### src/rtl/link_user_data_defs.svh
`ifndef LINK_USER_DATA_DEFS_SVH
`define LINK_USER_DATA_DEFS_SVH

// Lane count sets the bus width
`define LUD_LANES        1
`define LUD_LANE_BITS    64
`define LUD_DATA_W       (`LUD_LANE_BITS * `LUD_LANES)
`define LUD_KEEP_W       (`LUD_DATA_W / 8)
`define LUD_KEEP_ALL     8'hFF
`define LUD_FIFO_DEPTH   8
`define LUD_CLK_PERIOD_NS 50
`define LUD_CRC_INIT     32'hFFFFFFFF
`define LUD_CRC_POLY     32'hEDB88320
`define LUD_CRC_XOROUT   32'hFFFFFFFF

`endif

### src/rtl/link_user_data_pkg.sv
package link_user_data_pkg;

  // Frame tracking for per-frame CRC start
  typedef enum logic [0:0] {
    FRM_IDLE = 1'b0,
    FRM_BODY = 1'b1
  } frame_state_t;

endpackage

### src/rtl/link_user_data_port.sv
// Operation
// RULE1 - Transmit beat taken only when accept and source valid both high on an edge.
// RULE2 - Source drives valid only with meaningful data; otherwise inputs are ignored.
// RULE3 - Source raises frame-last on the final beat of every frame.
// RULE4 - Last-beat byte count is set keep bits; FF means eight; keep used only with last.
// RULE5 - Source packs valid bytes contiguously from the least significant end.
// RULE6 - Continuous aligned and unaligned transmit streams are both accepted.
// RULE7 - Receive valid marks meaningful outputs; sink ignores outputs while it is low.
// RULE8 - Receive keep reports valid bytes, meaningful only on the last beat.
// RULE9 - Receive frame-last is high for exactly one cycle, ending each frame.
// RULE10 - With CRC enabled a CRC32 is computed over every frame passing through.
// RULE11 - Data width is 64 bits per lane, one keep bit per byte.
// RULE12 - Streaming mode has only data, valid, ready; framing adds last and keep.
// RULE13 - Full duplex has both directions; simplex only its one direction.
// RULE14 - Buses are numbered ascending; index 0 is the first bit.
// RULE15 - Framing mode presents received channel data on the receive bus with valid.
// RULE16 - All transfers sample on the rising clock; receive has no backpressure.
`timescale 1ns/10ps
`include "link_user_data_defs.svh"

module link_user_data_fifo #(
  parameter int WIDTH = 8,
  parameter int DEPTH = 8
) (
  input  wire logic             i_clk,
  input  wire logic             i_rst_n,
  input  wire logic [WIDTH-1:0] i_in_data,
  input  wire logic             i_in_valid,
  output logic                  o_in_ready,
  output logic [WIDTH-1:0]      o_out_data,
  output logic                  o_out_valid,
  input  wire logic             i_out_ready
);
  localparam int AW = (DEPTH > 1) ? $clog2(DEPTH) : 1;

  logic [WIDTH-1:0] mem [DEPTH];
  logic [AW-1:0]    wr_ptr_r;
  logic [AW-1:0]    rd_ptr_r;
  logic [AW:0]      count_r;
  logic [AW:0]      count_nxt;
  logic             push;
  logic             pop;

  assign push = i_in_valid && o_in_ready;
  assign pop  = o_out_valid && i_out_ready;
  assign o_out_valid = (count_r != '0);
  assign o_out_data  = mem[rd_ptr_r];

  always_comb begin
    count_nxt = count_r;
    if (push && !pop) begin
      count_nxt = count_r + 1'b1;
    end else if (pop && !push) begin
      count_nxt = count_r - 1'b1;
    end
  end

  // Ready registered off next count, so full is honest
  always_ff @(posedge i_clk or negedge i_rst_n) begin
    if (!i_rst_n) begin
      count_r    <= '0;
      o_in_ready <= 1'b0;
    end else begin
      count_r    <= count_nxt;
      o_in_ready <= (count_nxt < (AW+1)'(DEPTH));
    end
  end

  always_ff @(posedge i_clk or negedge i_rst_n) begin
    if (!i_rst_n) begin
      wr_ptr_r <= '0;
      rd_ptr_r <= '0;
    end else begin
      if (push) begin
        wr_ptr_r <= (wr_ptr_r == AW'(DEPTH-1)) ? '0 : wr_ptr_r + 1'b1;
      end
      if (pop) begin
        rd_ptr_r <= (rd_ptr_r == AW'(DEPTH-1)) ? '0 : rd_ptr_r + 1'b1;
      end
    end
  end

  // Storage needs no reset; guarded by count
  always_ff @(posedge i_clk) begin
    if (push) begin
      mem[wr_ptr_r] <= i_in_data;
    end
  end
endmodule

module link_user_data_port #(
  parameter bit FRAMING = 1'b1,
  parameter bit TX_EN   = 1'b1,
  parameter bit RX_EN   = 1'b1,
  parameter bit CRC_EN  = 1'b1
) (
  input  wire logic                     i_sys_clk,
  input  wire logic                     i_nrst,
  // Application transmit side
  input  wire logic [0:`LUD_DATA_W-1]   i_tx_data,
  input  wire logic                     i_tx_source_valid,
  input  wire logic                     i_tx_frame_last,
  input  wire logic [0:`LUD_KEEP_W-1]   i_tx_byte_keep,
  output logic                          o_tx_accept,
  // Protocol engine transmit side
  output logic [0:`LUD_DATA_W-1]        o_ch_tx_data,
  output logic                          o_ch_tx_valid,
  output logic                          o_ch_tx_last,
  output logic [0:`LUD_KEEP_W-1]        o_ch_tx_keep,
  input  wire logic                     i_ch_tx_ready,
  output logic [31:0]                   o_tx_crc,
  output logic                          o_tx_crc_valid,
  // Protocol engine receive side
  input  wire logic [0:`LUD_DATA_W-1]   i_ch_rx_data,
  input  wire logic                     i_ch_rx_valid,
  input  wire logic                     i_ch_rx_last,
  input  wire logic [0:`LUD_KEEP_W-1]   i_ch_rx_keep,
  // Application receive side
  output logic [0:`LUD_DATA_W-1]        o_rx_data,
  output logic                          o_rx_out_valid,
  output logic                          o_rx_frame_last,
  output logic [0:`LUD_KEEP_W-1]        o_rx_byte_keep,
  output logic [31:0]                   o_rx_crc,
  output logic                          o_rx_crc_valid
);
  // RULE11 64 bits per lane
  localparam int DW = `LUD_DATA_W;
  localparam int KW = `LUD_KEEP_W;
  localparam int FW = DW + KW + 1;

  logic          rst_meta_r;
  logic          rst_n_r;
  logic [FW-1:0] fifo_in;
  logic          fifo_in_valid;
  logic          fifo_in_ready;
  logic [FW-1:0] fifo_out;
  logic          fifo_out_valid;
  logic          stage_load;
  logic          fifo_last;
  logic [0:KW-1] fifo_keep;
  logic          ch_fire;
  logic [31:0]   tx_crc_r;
  logic [31:0]   tx_crc_nxt;
  logic [31:0]   rx_crc_r;
  logic [31:0]   rx_crc_nxt;
  link_user_data_pkg::frame_state_t tx_frm_r;
  link_user_data_pkg::frame_state_t rx_frm_r;

  // RULE14 index 0 leftmost
  // CRC32 over the kept bytes of one beat, byte 0 first, bit 0 first
  function automatic logic [31:0] crc_beat(input logic [31:0]   crc_in,
                                           input logic [0:DW-1] data,
                                           input logic [0:KW-1] keep);
    logic [31:0] c;
    logic        fb;
    c = crc_in;
    for (int b = 0; b < KW; b++) begin
      if (keep[b]) begin
        for (int j = 0; j < 8; j++) begin
          fb = c[0] ^ data[8*b + j];
          c  = {1'b0, c[31:1]} ^ (fb ? `LUD_CRC_POLY : 32'h00000000);
        end
      end
    end
    return c;
  endfunction

  // Async assert, synchronous release
  always_ff @(posedge i_sys_clk or negedge i_nrst) begin
    if (!i_nrst) begin
      rst_meta_r <= 1'b0;
      rst_n_r    <= 1'b0;
    end else begin
      rst_meta_r <= 1'b1;
      rst_n_r    <= rst_meta_r;
    end
  end

  // RULE12 streaming drops last and keep
  // RULE4 keep sampled only with last
  assign fifo_in = {FRAMING & i_tx_frame_last,
                    (FRAMING & i_tx_frame_last) ? i_tx_byte_keep : `LUD_KEEP_ALL,
                    i_tx_data};
  // RULE1 beat taken on valid and accept
  // RULE13 transmit absent in RX-only build
  assign fifo_in_valid = TX_EN & i_tx_source_valid;
  assign fifo_last     = fifo_out[FW-1];
  assign fifo_keep     = fifo_out[DW +: KW];
  assign ch_fire       = o_ch_tx_valid && i_ch_tx_ready;
  assign stage_load    = !o_ch_tx_valid || i_ch_tx_ready;

  link_user_data_fifo #(
    .WIDTH (FW),
    .DEPTH (`LUD_FIFO_DEPTH)
  ) u_tx_fifo (
    .i_clk       (i_sys_clk),
    .i_rst_n     (rst_n_r),
    .i_in_data   (fifo_in),
    .i_in_valid  (fifo_in_valid),
    .o_in_ready  (fifo_in_ready),
    .o_out_data  (fifo_out),
    .o_out_valid (fifo_out_valid),
    .i_out_ready (stage_load)
  );

  // Accept is the FIFO's registered ready
  assign o_tx_accept = TX_EN & fifo_in_ready;

  // Output stage toward the protocol engine; stalls back into FIFO
  always_ff @(posedge i_sys_clk or negedge rst_n_r) begin
    if (!rst_n_r) begin
      o_ch_tx_valid <= 1'b0;
      o_ch_tx_last  <= 1'b0;
      o_ch_tx_keep  <= '0;
      o_ch_tx_data  <= '0;
    end else if (stage_load) begin
      // RULE6 aligned or unaligned back to back
      o_ch_tx_valid <= fifo_out_valid;
      o_ch_tx_last  <= fifo_out_valid & fifo_last;
      o_ch_tx_keep  <= fifo_keep;
      o_ch_tx_data  <= fifo_out[DW-1:0];
    end
  end

  always_comb begin
    tx_crc_nxt = crc_beat((tx_frm_r == link_user_data_pkg::FRM_IDLE) ?
                          `LUD_CRC_INIT : tx_crc_r, o_ch_tx_data, o_ch_tx_keep);
  end

  // RULE10 transmit frame CRC
  always_ff @(posedge i_sys_clk or negedge rst_n_r) begin
    if (!rst_n_r) begin
      tx_crc_r       <= `LUD_CRC_INIT;
      tx_frm_r       <= link_user_data_pkg::FRM_IDLE;
      o_tx_crc       <= 32'h00000000;
      o_tx_crc_valid <= 1'b0;
    end else begin
      o_tx_crc_valid <= 1'b0;
      if (CRC_EN && FRAMING && ch_fire) begin
        tx_crc_r <= tx_crc_nxt;
        if (o_ch_tx_last) begin
          tx_frm_r       <= link_user_data_pkg::FRM_IDLE;
          o_tx_crc       <= tx_crc_nxt ^ `LUD_CRC_XOROUT;
          o_tx_crc_valid <= 1'b1;
        end else begin
          tx_frm_r <= link_user_data_pkg::FRM_BODY;
        end
      end
    end
  end

  // Receive: no backpressure, every channel beat is passed on
  always_ff @(posedge i_sys_clk or negedge rst_n_r) begin
    if (!rst_n_r) begin
      o_rx_out_valid  <= 1'b0;
      o_rx_frame_last <= 1'b0;
      o_rx_byte_keep  <= '0;
      o_rx_data       <= '0;
    end else begin
      // RULE16 sink must take every beat
      // RULE7 valid qualifies outputs
      o_rx_out_valid  <= RX_EN & i_ch_rx_valid;
      // RULE9 last lasts one beat only
      o_rx_frame_last <= RX_EN & FRAMING & i_ch_rx_valid & i_ch_rx_last;
      // RULE8 keep meaningful with last
      o_rx_byte_keep  <= (RX_EN & FRAMING & i_ch_rx_valid & i_ch_rx_last) ?
                         i_ch_rx_keep : '0;
      // RULE15 received frame data
      if (RX_EN && i_ch_rx_valid) begin
        o_rx_data <= i_ch_rx_data;
      end
    end
  end

  always_comb begin
    rx_crc_nxt = crc_beat((rx_frm_r == link_user_data_pkg::FRM_IDLE) ?
                          `LUD_CRC_INIT : rx_crc_r, o_rx_data,
                          o_rx_frame_last ? o_rx_byte_keep : `LUD_KEEP_ALL);
  end

  // RULE10 receive frame CRC
  always_ff @(posedge i_sys_clk or negedge rst_n_r) begin
    if (!rst_n_r) begin
      rx_crc_r       <= `LUD_CRC_INIT;
      rx_frm_r       <= link_user_data_pkg::FRM_IDLE;
      o_rx_crc       <= 32'h00000000;
      o_rx_crc_valid <= 1'b0;
    end else begin
      o_rx_crc_valid <= 1'b0;
      if (CRC_EN && FRAMING && o_rx_out_valid) begin
        rx_crc_r <= rx_crc_nxt;
        if (o_rx_frame_last) begin
          rx_frm_r       <= link_user_data_pkg::FRM_IDLE;
          o_rx_crc       <= rx_crc_nxt ^ `LUD_CRC_XOROUT;
          o_rx_crc_valid <= 1'b1;
        end else begin
          rx_frm_r <= link_user_data_pkg::FRM_BODY;
        end
      end
    end
  end
endmodule

### config.mk
export PLATFORM = sky130hd
export DESIGN_NAME = link_user_data_port
export DESIGN_NICKNAME = d
export VERILOG_FILES = /design/src/rtl/link_user_data_pkg.sv /design/src/rtl/link_user_data_port.sv
export VERILOG_INCLUDE_DIRS = /design/src /design/src/rtl
export SDC_FILE = /design/constraint.sdc
export NUM_CORES = 2
export LEC_CHECK = 0
export ABC_AREA = 1
export BUFFER_PORTS_ARGS = -buffer_cell sky130_fd_sc_hd__buf_4
export CORE_MARGIN = 2
export CORE_UTILIZATION = 55
export CTS_CLUSTER_DIAMETER = 120
export DETAILED_ROUTE_END_ITERATION = 8
export GPL_TIMING_DRIVEN = 1
export PLACE_DENSITY = 0.73
export SLEW_MARGIN = 0
export SYNTH_ARGS = -nofsm -noshare
export SYNTH_HDL_FRONTEND = slang
export SYNTH_SLANG_ARGS = --single-unit
### constraint.sdc
create_clock -name i_sys_clk -period 25.2 [get_ports i_sys_clk]
set_input_delay 1.26 -clock i_sys_clk [delete_from_list [all_inputs] [get_ports i_sys_clk]]
set_output_delay 1.26 -clock i_sys_clk [all_outputs]
set_load 0.03 [all_outputs]
=== Word level (Yosys, flattened, before mapping) ===
Memory sizes are Yosys's and may differ from the RTL's.
Cells that the tools add are included.
W data, S select, Z words.

* Mux-type cells: 161
* Eq/ne operators: 2
* Reduce and logical (&&, ||, !) cells: 12
* Add/subtract/negate cells: 4
* Magnitude comparators: 1
* Bitwise operators: 260

{| class="wikitable"
|+ Operator list
! kind !! number
|-
| $mux W32 || 146
|-
| $xor A31 B32 Y32 || 128
|-
| $xor A1 B1 Y1 || 128
|-
| $not A32 Y32 || 2
|-
| $mux W8 || 3
|-
| $mux W1 || 8
|-
| $mux W4 || 2
|-
| $add A3 B1 Y3 const B || 2
|-
| $eq A3 B3 Y1 const B || 2
|-
| $mux W3 || 2
|-
| $logic_and A1 B1 Y1 || 5
|-
| $add A4 B1 Y4 const B || 1
|-
| $lt A4 B4 Y1 const B || 1
|-
| $reduce_and A2 Y1 || 2
|-
| $reduce_bool A4 Y1 || 1
|-
| $sub A4 B1 Y4 const B || 1
|-
| $logic_not A1 Y1 || 3
|-
| $and A1 B1 Y1 || 2
|-
| $logic_or A1 B1 Y1 || 1
|}

* Bits in writable memories: 584
* Word-level logic and storage cells: 463
* Flip-flop bits (word level): 293
* Memories: 1
* Bits of input ports: 151

{| class="wikitable"
|+ Memory list
! name !! words !! width !! rd ports !! clocked after Yosys merged registers in !! write ports !! RTL line !! RTL
|-
| u_tx_fifo.mem || 8 || 73 || 1 || 0 || 1 || link_user_data_port.sv:36 || <nowiki>logic [WIDTH-1:0] mem [DEPTH];</nowiki>
|}

=== Logic depth before layout (Yosys ltp) ===
* Depth after elaboration: 202
* Depth in mapped cells: 71

=== By module ===
A second synthesis with hierarchy kept.

* Cell total of the unflattened synthesis: 9342
* Area, all modules: 63652.3 µm²

{| class="wikitable"
|+ Modules (own cells, without submodules)
! module !! seq. area each (µm²) !! area an instance (µm²) !! cells an instance !! times used
|-
| link_user_data_port || 7136.8 || 40198.6 || 7456 || 1
|-
| link_user_data_fifo || 17812.1 || 23453.7 || 1886 || 1
|}

=== Worst setup path after synthesis ===
OpenSTA, ideal clock, no wires.

* Path kind: register -> register
* Start point: reg o_ch_tx_data[0] in the netlist's numbering
* End point: reg o_tx_crc[18]
* Data arrival time: 5.591 ns
* Setup slack: 19.491 ns
* Clock period less this slack: 5.709 ns
* Path buffers: 3
* Setup time: 0.118 ns
* Cell stages (with the launch flop): 58
* Cell sequence: dfrtp_1 inv_1 nand2_1 nand2_1 buf_6 nand2_2 nand2_2 nand2_2 nand3_2 nand2_2 nand2_2 nand2_4 nand2_1 nand3_2 nand3_2 nand2_4 nand2_1 nand2_1 [... 22 more ...] nand3_2 nand3_1 nand2_2 nand2_1 nand3_2 nand3_2 nand2_4 nand2_2 nand2_1 nand2_2 nand2_4 buf_8 xor2_1 nand3_1 nand2_1 nand2_1 nand3_1 nand2_1

* Cells in the longest elaborated chain, start to end: 95

{| class="wikitable"
|+ Ends and longest elaborated chain
! item !! RTL line !! RTL
|-
| from (decl) || link_user_data_port.sv:106 || <nowiki>output logic [0:`LUD_DATA_W-1] o_ch_tx_data,</nowiki>
|-
| from (signal assigned) || link_user_data_port.sv:221 || <nowiki>o_ch_tx_data <= fifo_out[DW-1:0];</nowiki>
|-
| $xor A1 B1 Y1 * || link_user_data_port.sv:160 || <nowiki>fb = c[0] ^ data[8*b + j];</nowiki>
|-
| $mux W32 * || link_user_data_port.sv:161 || <nowiki>c = {1'b0, c[31:1]} ^ (fb ? `LUD_CRC_POLY : 32'h00000000);</nowiki>
|-
| $xor A31 B32 Y32 * (6 in a row) || link_user_data_port.sv:161 ||
|-
| $xor A1 B1 Y1 || link_user_data_port.sv:160 ||
|-
| $mux W32 || link_user_data_port.sv:161 ||
|-
| $xor A31 B32 Y32 * (2 in a row) || link_user_data_port.sv:161 ||
|-
| $mux W32 * || link_user_data_port.sv:158 || <nowiki>if (keep[b]) begin</nowiki>
|-
| $xor A31 B32 Y32 (4 in a row) || link_user_data_port.sv:161 ||
|-
| [... 63 more ...] || -- ||
|-
| $xor A31 B32 Y32 (2 in a row) || link_user_data_port.sv:161 ||
|-
| $mux W32 * || link_user_data_port.sv:158 ||
|-
| $xor A31 B32 Y32 (4 in a row) || link_user_data_port.sv:161 ||
|-
| $xor A1 B1 Y1 || link_user_data_port.sv:160 ||
|-
| $mux W32 || link_user_data_port.sv:161 ||
|-
| $xor A31 B32 Y32 (4 in a row) || link_user_data_port.sv:161 ||
|-
| $mux W32 * || link_user_data_port.sv:158 ||
|-
| $not A32 Y32 (no source line) * || -- ||
|-
| to (signal assigned) || link_user_data_port.sv:243 || <nowiki>o_tx_crc <= tx_crc_nxt ^ `LUD_CRC_XOROUT;</nowiki>
|-
| to (decl) || link_user_data_port.sv:111 || <nowiki>output logic [31:0] o_tx_crc,</nowiki>
|}

Every way passes the cells marked *; elsewhere a longest branch is shown, timed or not.
A chain may end at the register's enable or synchronous reset.

=== Worst setup path in the final report ===
* Start point: reg tx_frm_r
* End point: reg tx_crc_r[29]

* Cells in the longest elaborated chain, start to end: 95

{| class="wikitable"
|+ Ends and longest elaborated chain
! item !! RTL line !! RTL
|-
| from (decl) || link_user_data_port.sv:146 || <nowiki>link_user_data_pkg::frame_state_t tx_frm_r;</nowiki>
|-
| from (signal assigned) || link_user_data_port.sv:234 || <nowiki>tx_frm_r <= link_user_data_pkg::FRM_IDLE;</nowiki>
|-
| from (signal assigned) || link_user_data_port.sv:242 || <nowiki>tx_frm_r <= link_user_data_pkg::FRM_IDLE;</nowiki>
|-
| from (signal assigned) || link_user_data_port.sv:246 || <nowiki>tx_frm_r <= link_user_data_pkg::FRM_BODY;</nowiki>
|-
| $mux W32 * || link_user_data_port.sv:226 || <nowiki>tx_crc_nxt = crc_beat((tx_frm_r == link_user_data_pkg::FRM_IDLE) ?</nowiki>
|-
| $xor A31 B32 Y32 or $xor A1 B1 Y1 (tied branches) || link_user_data_port.sv:161, link_user_data_port.sv:160 ||
|-
| $xor A1 B1 Y1, or another cell as far along || link_user_data_port.sv:160 ||
|-
| $mux W32, or another cell as far along || link_user_data_port.sv:161 ||
|-
| $xor A31 B32 Y32, or another cell as far along || link_user_data_port.sv:161 ||
|-
| $xor A31 B32 Y32 or $mux W32 (tied branches) || link_user_data_port.sv:161 ||
|-
| $xor A31 B32 Y32 (3 in a row) || link_user_data_port.sv:161 ||
|-
| $xor A31 B32 Y32 or $xor A1 B1 Y1 (tied branches) || link_user_data_port.sv:161, link_user_data_port.sv:160 ||
|-
| [... 74 more ...] || -- ||
|-
| $xor A31 B32 Y32 or $mux W32 (tied branches) || link_user_data_port.sv:161 ||
|-
| $xor A31 B32 Y32 (4 in a row) || link_user_data_port.sv:161 ||
|-
| $xor A1 B1 Y1 or $xor A31 B32 Y32 (tied branches) || link_user_data_port.sv:160, link_user_data_port.sv:161 ||
|-
| $mux W32, or another cell as far along || link_user_data_port.sv:161 ||
|-
| $xor A31 B32 Y32, or another cell as far along || link_user_data_port.sv:161 ||
|-
| $xor A31 B32 Y32 or $mux W32 (tied branches) || link_user_data_port.sv:161 ||
|-
| $xor A31 B32 Y32 || link_user_data_port.sv:161 ||
|-
| $mux W32 * || link_user_data_port.sv:158 ||
|-
| to (signal assigned) || link_user_data_port.sv:233 || <nowiki>tx_crc_r <= `LUD_CRC_INIT;</nowiki>
|-
| to (signal assigned) || link_user_data_port.sv:240 || <nowiki>tx_crc_r <= tx_crc_nxt;</nowiki>
|-
| to (decl) || link_user_data_port.sv:142 || <nowiki>logic [31:0] tx_crc_r;</nowiki>
|}

Marked as above.

==> results.sh <==
export IMPL_drv_cap=0
export IMPL_die_y_um=345
export IMPL_grt_pass1_wl_um=362000
export IMPL_cpMostUsedCell="nand2_1"
export IMPL_whs_ps=147
export IMPL_synth_top_area_share_pct=27.5
export IMPL_status="completed"
export IMPL_seq_area_frac_synth_pct=39.1
export IMPL_cts_root_buf="clkbuf_16"
export IMPL_gp_congestion=1.06
export IMPL_cts_made_buffers=90
export IMPL_clkSinkCount=877
export IMPL_final_antenna_net_count=0
export IMPL_cts_tree="built"
export IMPL_syn_to_final_growth_pct=10.2
export IMPL_min_path_type="flip-flop to asynchronous set/reset pin"
export IMPL_rows=124
export IMPL_htreeDepth=3
export IMPL_routedWlPerCell_um=22.8
export IMPL_vias_per_cell=6.01
export IMPL_num_nets_final=9305
export IMPL_nFillCells=10484
export IMPL_worstMarginPinSlew_ps=1240
export IMPL_synth_edff_count=584
export IMPL_worstPathRequired_ps=25790
export IMPL_core_area_sq_mm=0.115
export IMPL_arrival_ps=10050
export IMPL_clock_latency_ps=730
export IMPL_fmax_ghz=0.106
export IMPL_drv_slew=0
export IMPL_die_area_sq_mm=0.119
export IMPL_grt_setup_unrepaired="no"
export IMPL_drc_errors=0
export IMPL_syn_inst=8945
export IMPL_crit_type="flip-flop to flip-flop"
export IMPL_r2r_setup_slack_ps=15740
export IMPL_r2r_end="tx_crc_r[29]"
export IMPL_utilization_pct=61.4
export IMPL_syn_nets=9104
export IMPL_pin_count=366
export IMPL_fin_skew_ps=62.6
export IMPL_ys_seq_elements=877
export IMPL_grt_overflow=0
export IMPL_grt_pass1_vias=58844
export IMPL_timing_final_crit_share_pct=37.5
export IMPL_crit_slowest_cell="dfrtp_1"
export IMPL_start_util_pct=55.7
export IMPL_hold_buffers=0
export IMPL_clk_pin_slew_ps=70
export IMPL_async_flop_share_pct=33.4
export IMPL_max_stage_delay_ps=500
export IMPL_io_buffers=365
export IMPL_synth_cell_type_count=62
export IMPL_synth_area_leaders="edfxtp_1, nand2_1, nand3_1, dfrtp_1, o21ai_0"
export IMPL_post_cts_buffers=0
export IMPL_dr_pass1_iters=6
export IMPL_cp_start_kind="flip-flop"
export IMPL_cts_resized=0
export IMPL_cts_buffer_depth=3
export IMPL_antenna_found_initial=9
export IMPL_critPathMaxFanout=32
export IMPL_layout_min_cycle_time_ps=9460
export IMPL_dpl_hpwl_um=185000
export IMPL_syn_area_sq_mm=0.0638
export IMPL_grt_usage_pct=40.3
export IMPL_die_w_um=345
export IMPL_synth_ff_type="edfxtp_1"
export IMPL_grt_max_degree=107
export IMPL_ys_warn_count=0
export IMPL_slew_headroom_pct=16.7
export IMPL_yosysTopAreaCell="edfxtp_1"
export IMPL_tns_ps=0
export IMPL_setup_violations=0
export IMPL_first_iter_violations=7633
export IMPL_end_kind="flip-flop"
export IMPL_drive_above_1_share_pct=14.1
export IMPL_vias=64517
export IMPL_r2r_cells=49
export IMPL_final_hold_viol_count=0
export IMPL_worstReg2RegStart="tx_frm_r"
export IMPL_drt_wl_total_um=245000
export IMPL_syn_avg_cell_area_sq_um=7.14
-- per-layer routing --
metal	GRT usage, %	up-vias	wire length (um)
met5	0	-	58
met4	25.4	8	17600
met3	7.90	702	23500
met2	63.9	3430	110000
met1	50.5	30263	93700
li1	-	30114	-
-- worst max path at each step --
stage	from	to	slack (ps)	cells past startpoint
final	tx_frm_r	tx_crc_r[29]	15740	49
after global routing	tx_frm_r	tx_crc_r[29]	14900	47
after CTS	tx_frm_r	tx_crc_r[29]	16120	49
after detailed placement	tx_frm_r	tx_crc_r[29]	16210	49
after global placement	tx_frm_r	tx_crc_r[29]	16320	49
after floorplan	rst_n_r	o_ch_tx_data[0]	16540	0
-- cells in the mapped netlist (15+ instances only) --
library cell,number
nand3b_1,15
o211ai_1,28
buf_2,27
clkbuf_8,19
nor2_1,322
nand3_1,1521
clkbuf_1,166
inv_1,494
or2_2,21
nand3_2,110
xor2_1,162
buf_4,31
o221ai_1,130
o21ai_1,38
mux2i_1,128
nand4_1,31
dfstp_2,64
nand2_4,75
dfrtp_1,229
o32ai_1,18
inv_2,45
edfxtp_1,584
a21oi_1,15
buf_6,21
o21ai_0,420
nand2_1,3687
buf_1,46
nand2_2,333
a31oi_1,16
xnor2_1,40
-- state kept, by name (all words and copies together), names as in the netlist, 4 cells and up --
| register | flops |
|---|---|
| o_rx_crc | 32 |
| o_rx_byte_keep | 8 |
| rx_crc_r | 32 |
| o_ch_tx_data | 64 |
| o_rx_data | 64 |
| u_tx_fifo.mem | 584 |
| u_tx_fifo.count_r | 4 |
| tx_crc_r | 32 |
| o_tx_crc | 32 |
| o_ch_tx_keep | 8 |
-- cells by family (layout without fill, tap and decap cells) --
logic type      Yosys count  count (layout)  share of synthesized area, %
simple gates           6152            6152                          43.0
flops                   877             877                          39.1
xor+xnor                213             213                          3.08
fa+ha+maj                 8               8                         0.157
other cells               1               5                       0.00587
compound gates          689             689                          6.53
buf+inv                 877            1156                          6.11
mux                     128             128                          2.01
-- placed cells by master, fill, tap and decap left out, types with 17 or more instances in the layout --
| master | instances |
|---|---|
| nand3_1 | 1521 |
| o21ai_1 | 38 |
| nor2_1 | 307 |
| edfxtp_1 | 584 |
| or2_2 | 21 |
| nor2_2 | 19 |
| o221ai_1 | 130 |
| nand2_4 | 75 |
| inv_1 | 491 |
| nand4_1 | 31 |
| o211ai_1 | 28 |
| inv_2 | 46 |
| o32ai_1 | 18 |
| clkinv_2 | 23 |
| dfstp_2 | 64 |
| xor2_1 | 162 |
| buf_4 | 431 |
| dfrtp_1 | 223 |
| nand2_1 | 3687 |
| mux2i_1 | 128 |
| nand2_2 | 333 |
| o21ai_0 | 420 |
| nor2_4 | 17 |
| xnor2_1 | 40 |
| clkbuf_16 | 90 |
| nand3_2 | 110 |
-- worst max-delay path, delay by kind of cell (launching register included) --
kind | cells | cell delay, ps
AND/OR/NAND/NOR | 45 | 7530
buffers and inverters | 2 | 790
flip-flops | 1 | 500
AO/OA/AOI/OAI | 2 | 480
-- through the flow --
step | instance area [sq um] | cells | setup slack (ps)
after detailed placement | 67300 | 10566 | 16210
final | 70300 | 10740 | 15740
after global routing | 70300 | 10739 | 14900
after global placement | 67300 | 10566 | 16320
after CTS | 70300 | 10736 | 16120
after floorplan | 63800 | 8945 | 16540
-- cell type report --
type	count	area, sq um	share of cell area [%]
Tap cell	1512	1890	2.69
Multi-Input combinational cell	7191	35100	49.8
Inverter	555	2110	2.99
Sequential cell	877	25000	35.5
Clock inverter	59	693	0.985
Timing Repair Buffer	431	3240	4.60
Antenna cell	4	10.0	0.0142
Clock buffer	111	2380	3.38
Power is not shown: default switching activity piles up to over one toggle a cycle in this logic, so the estimate is an artifact.
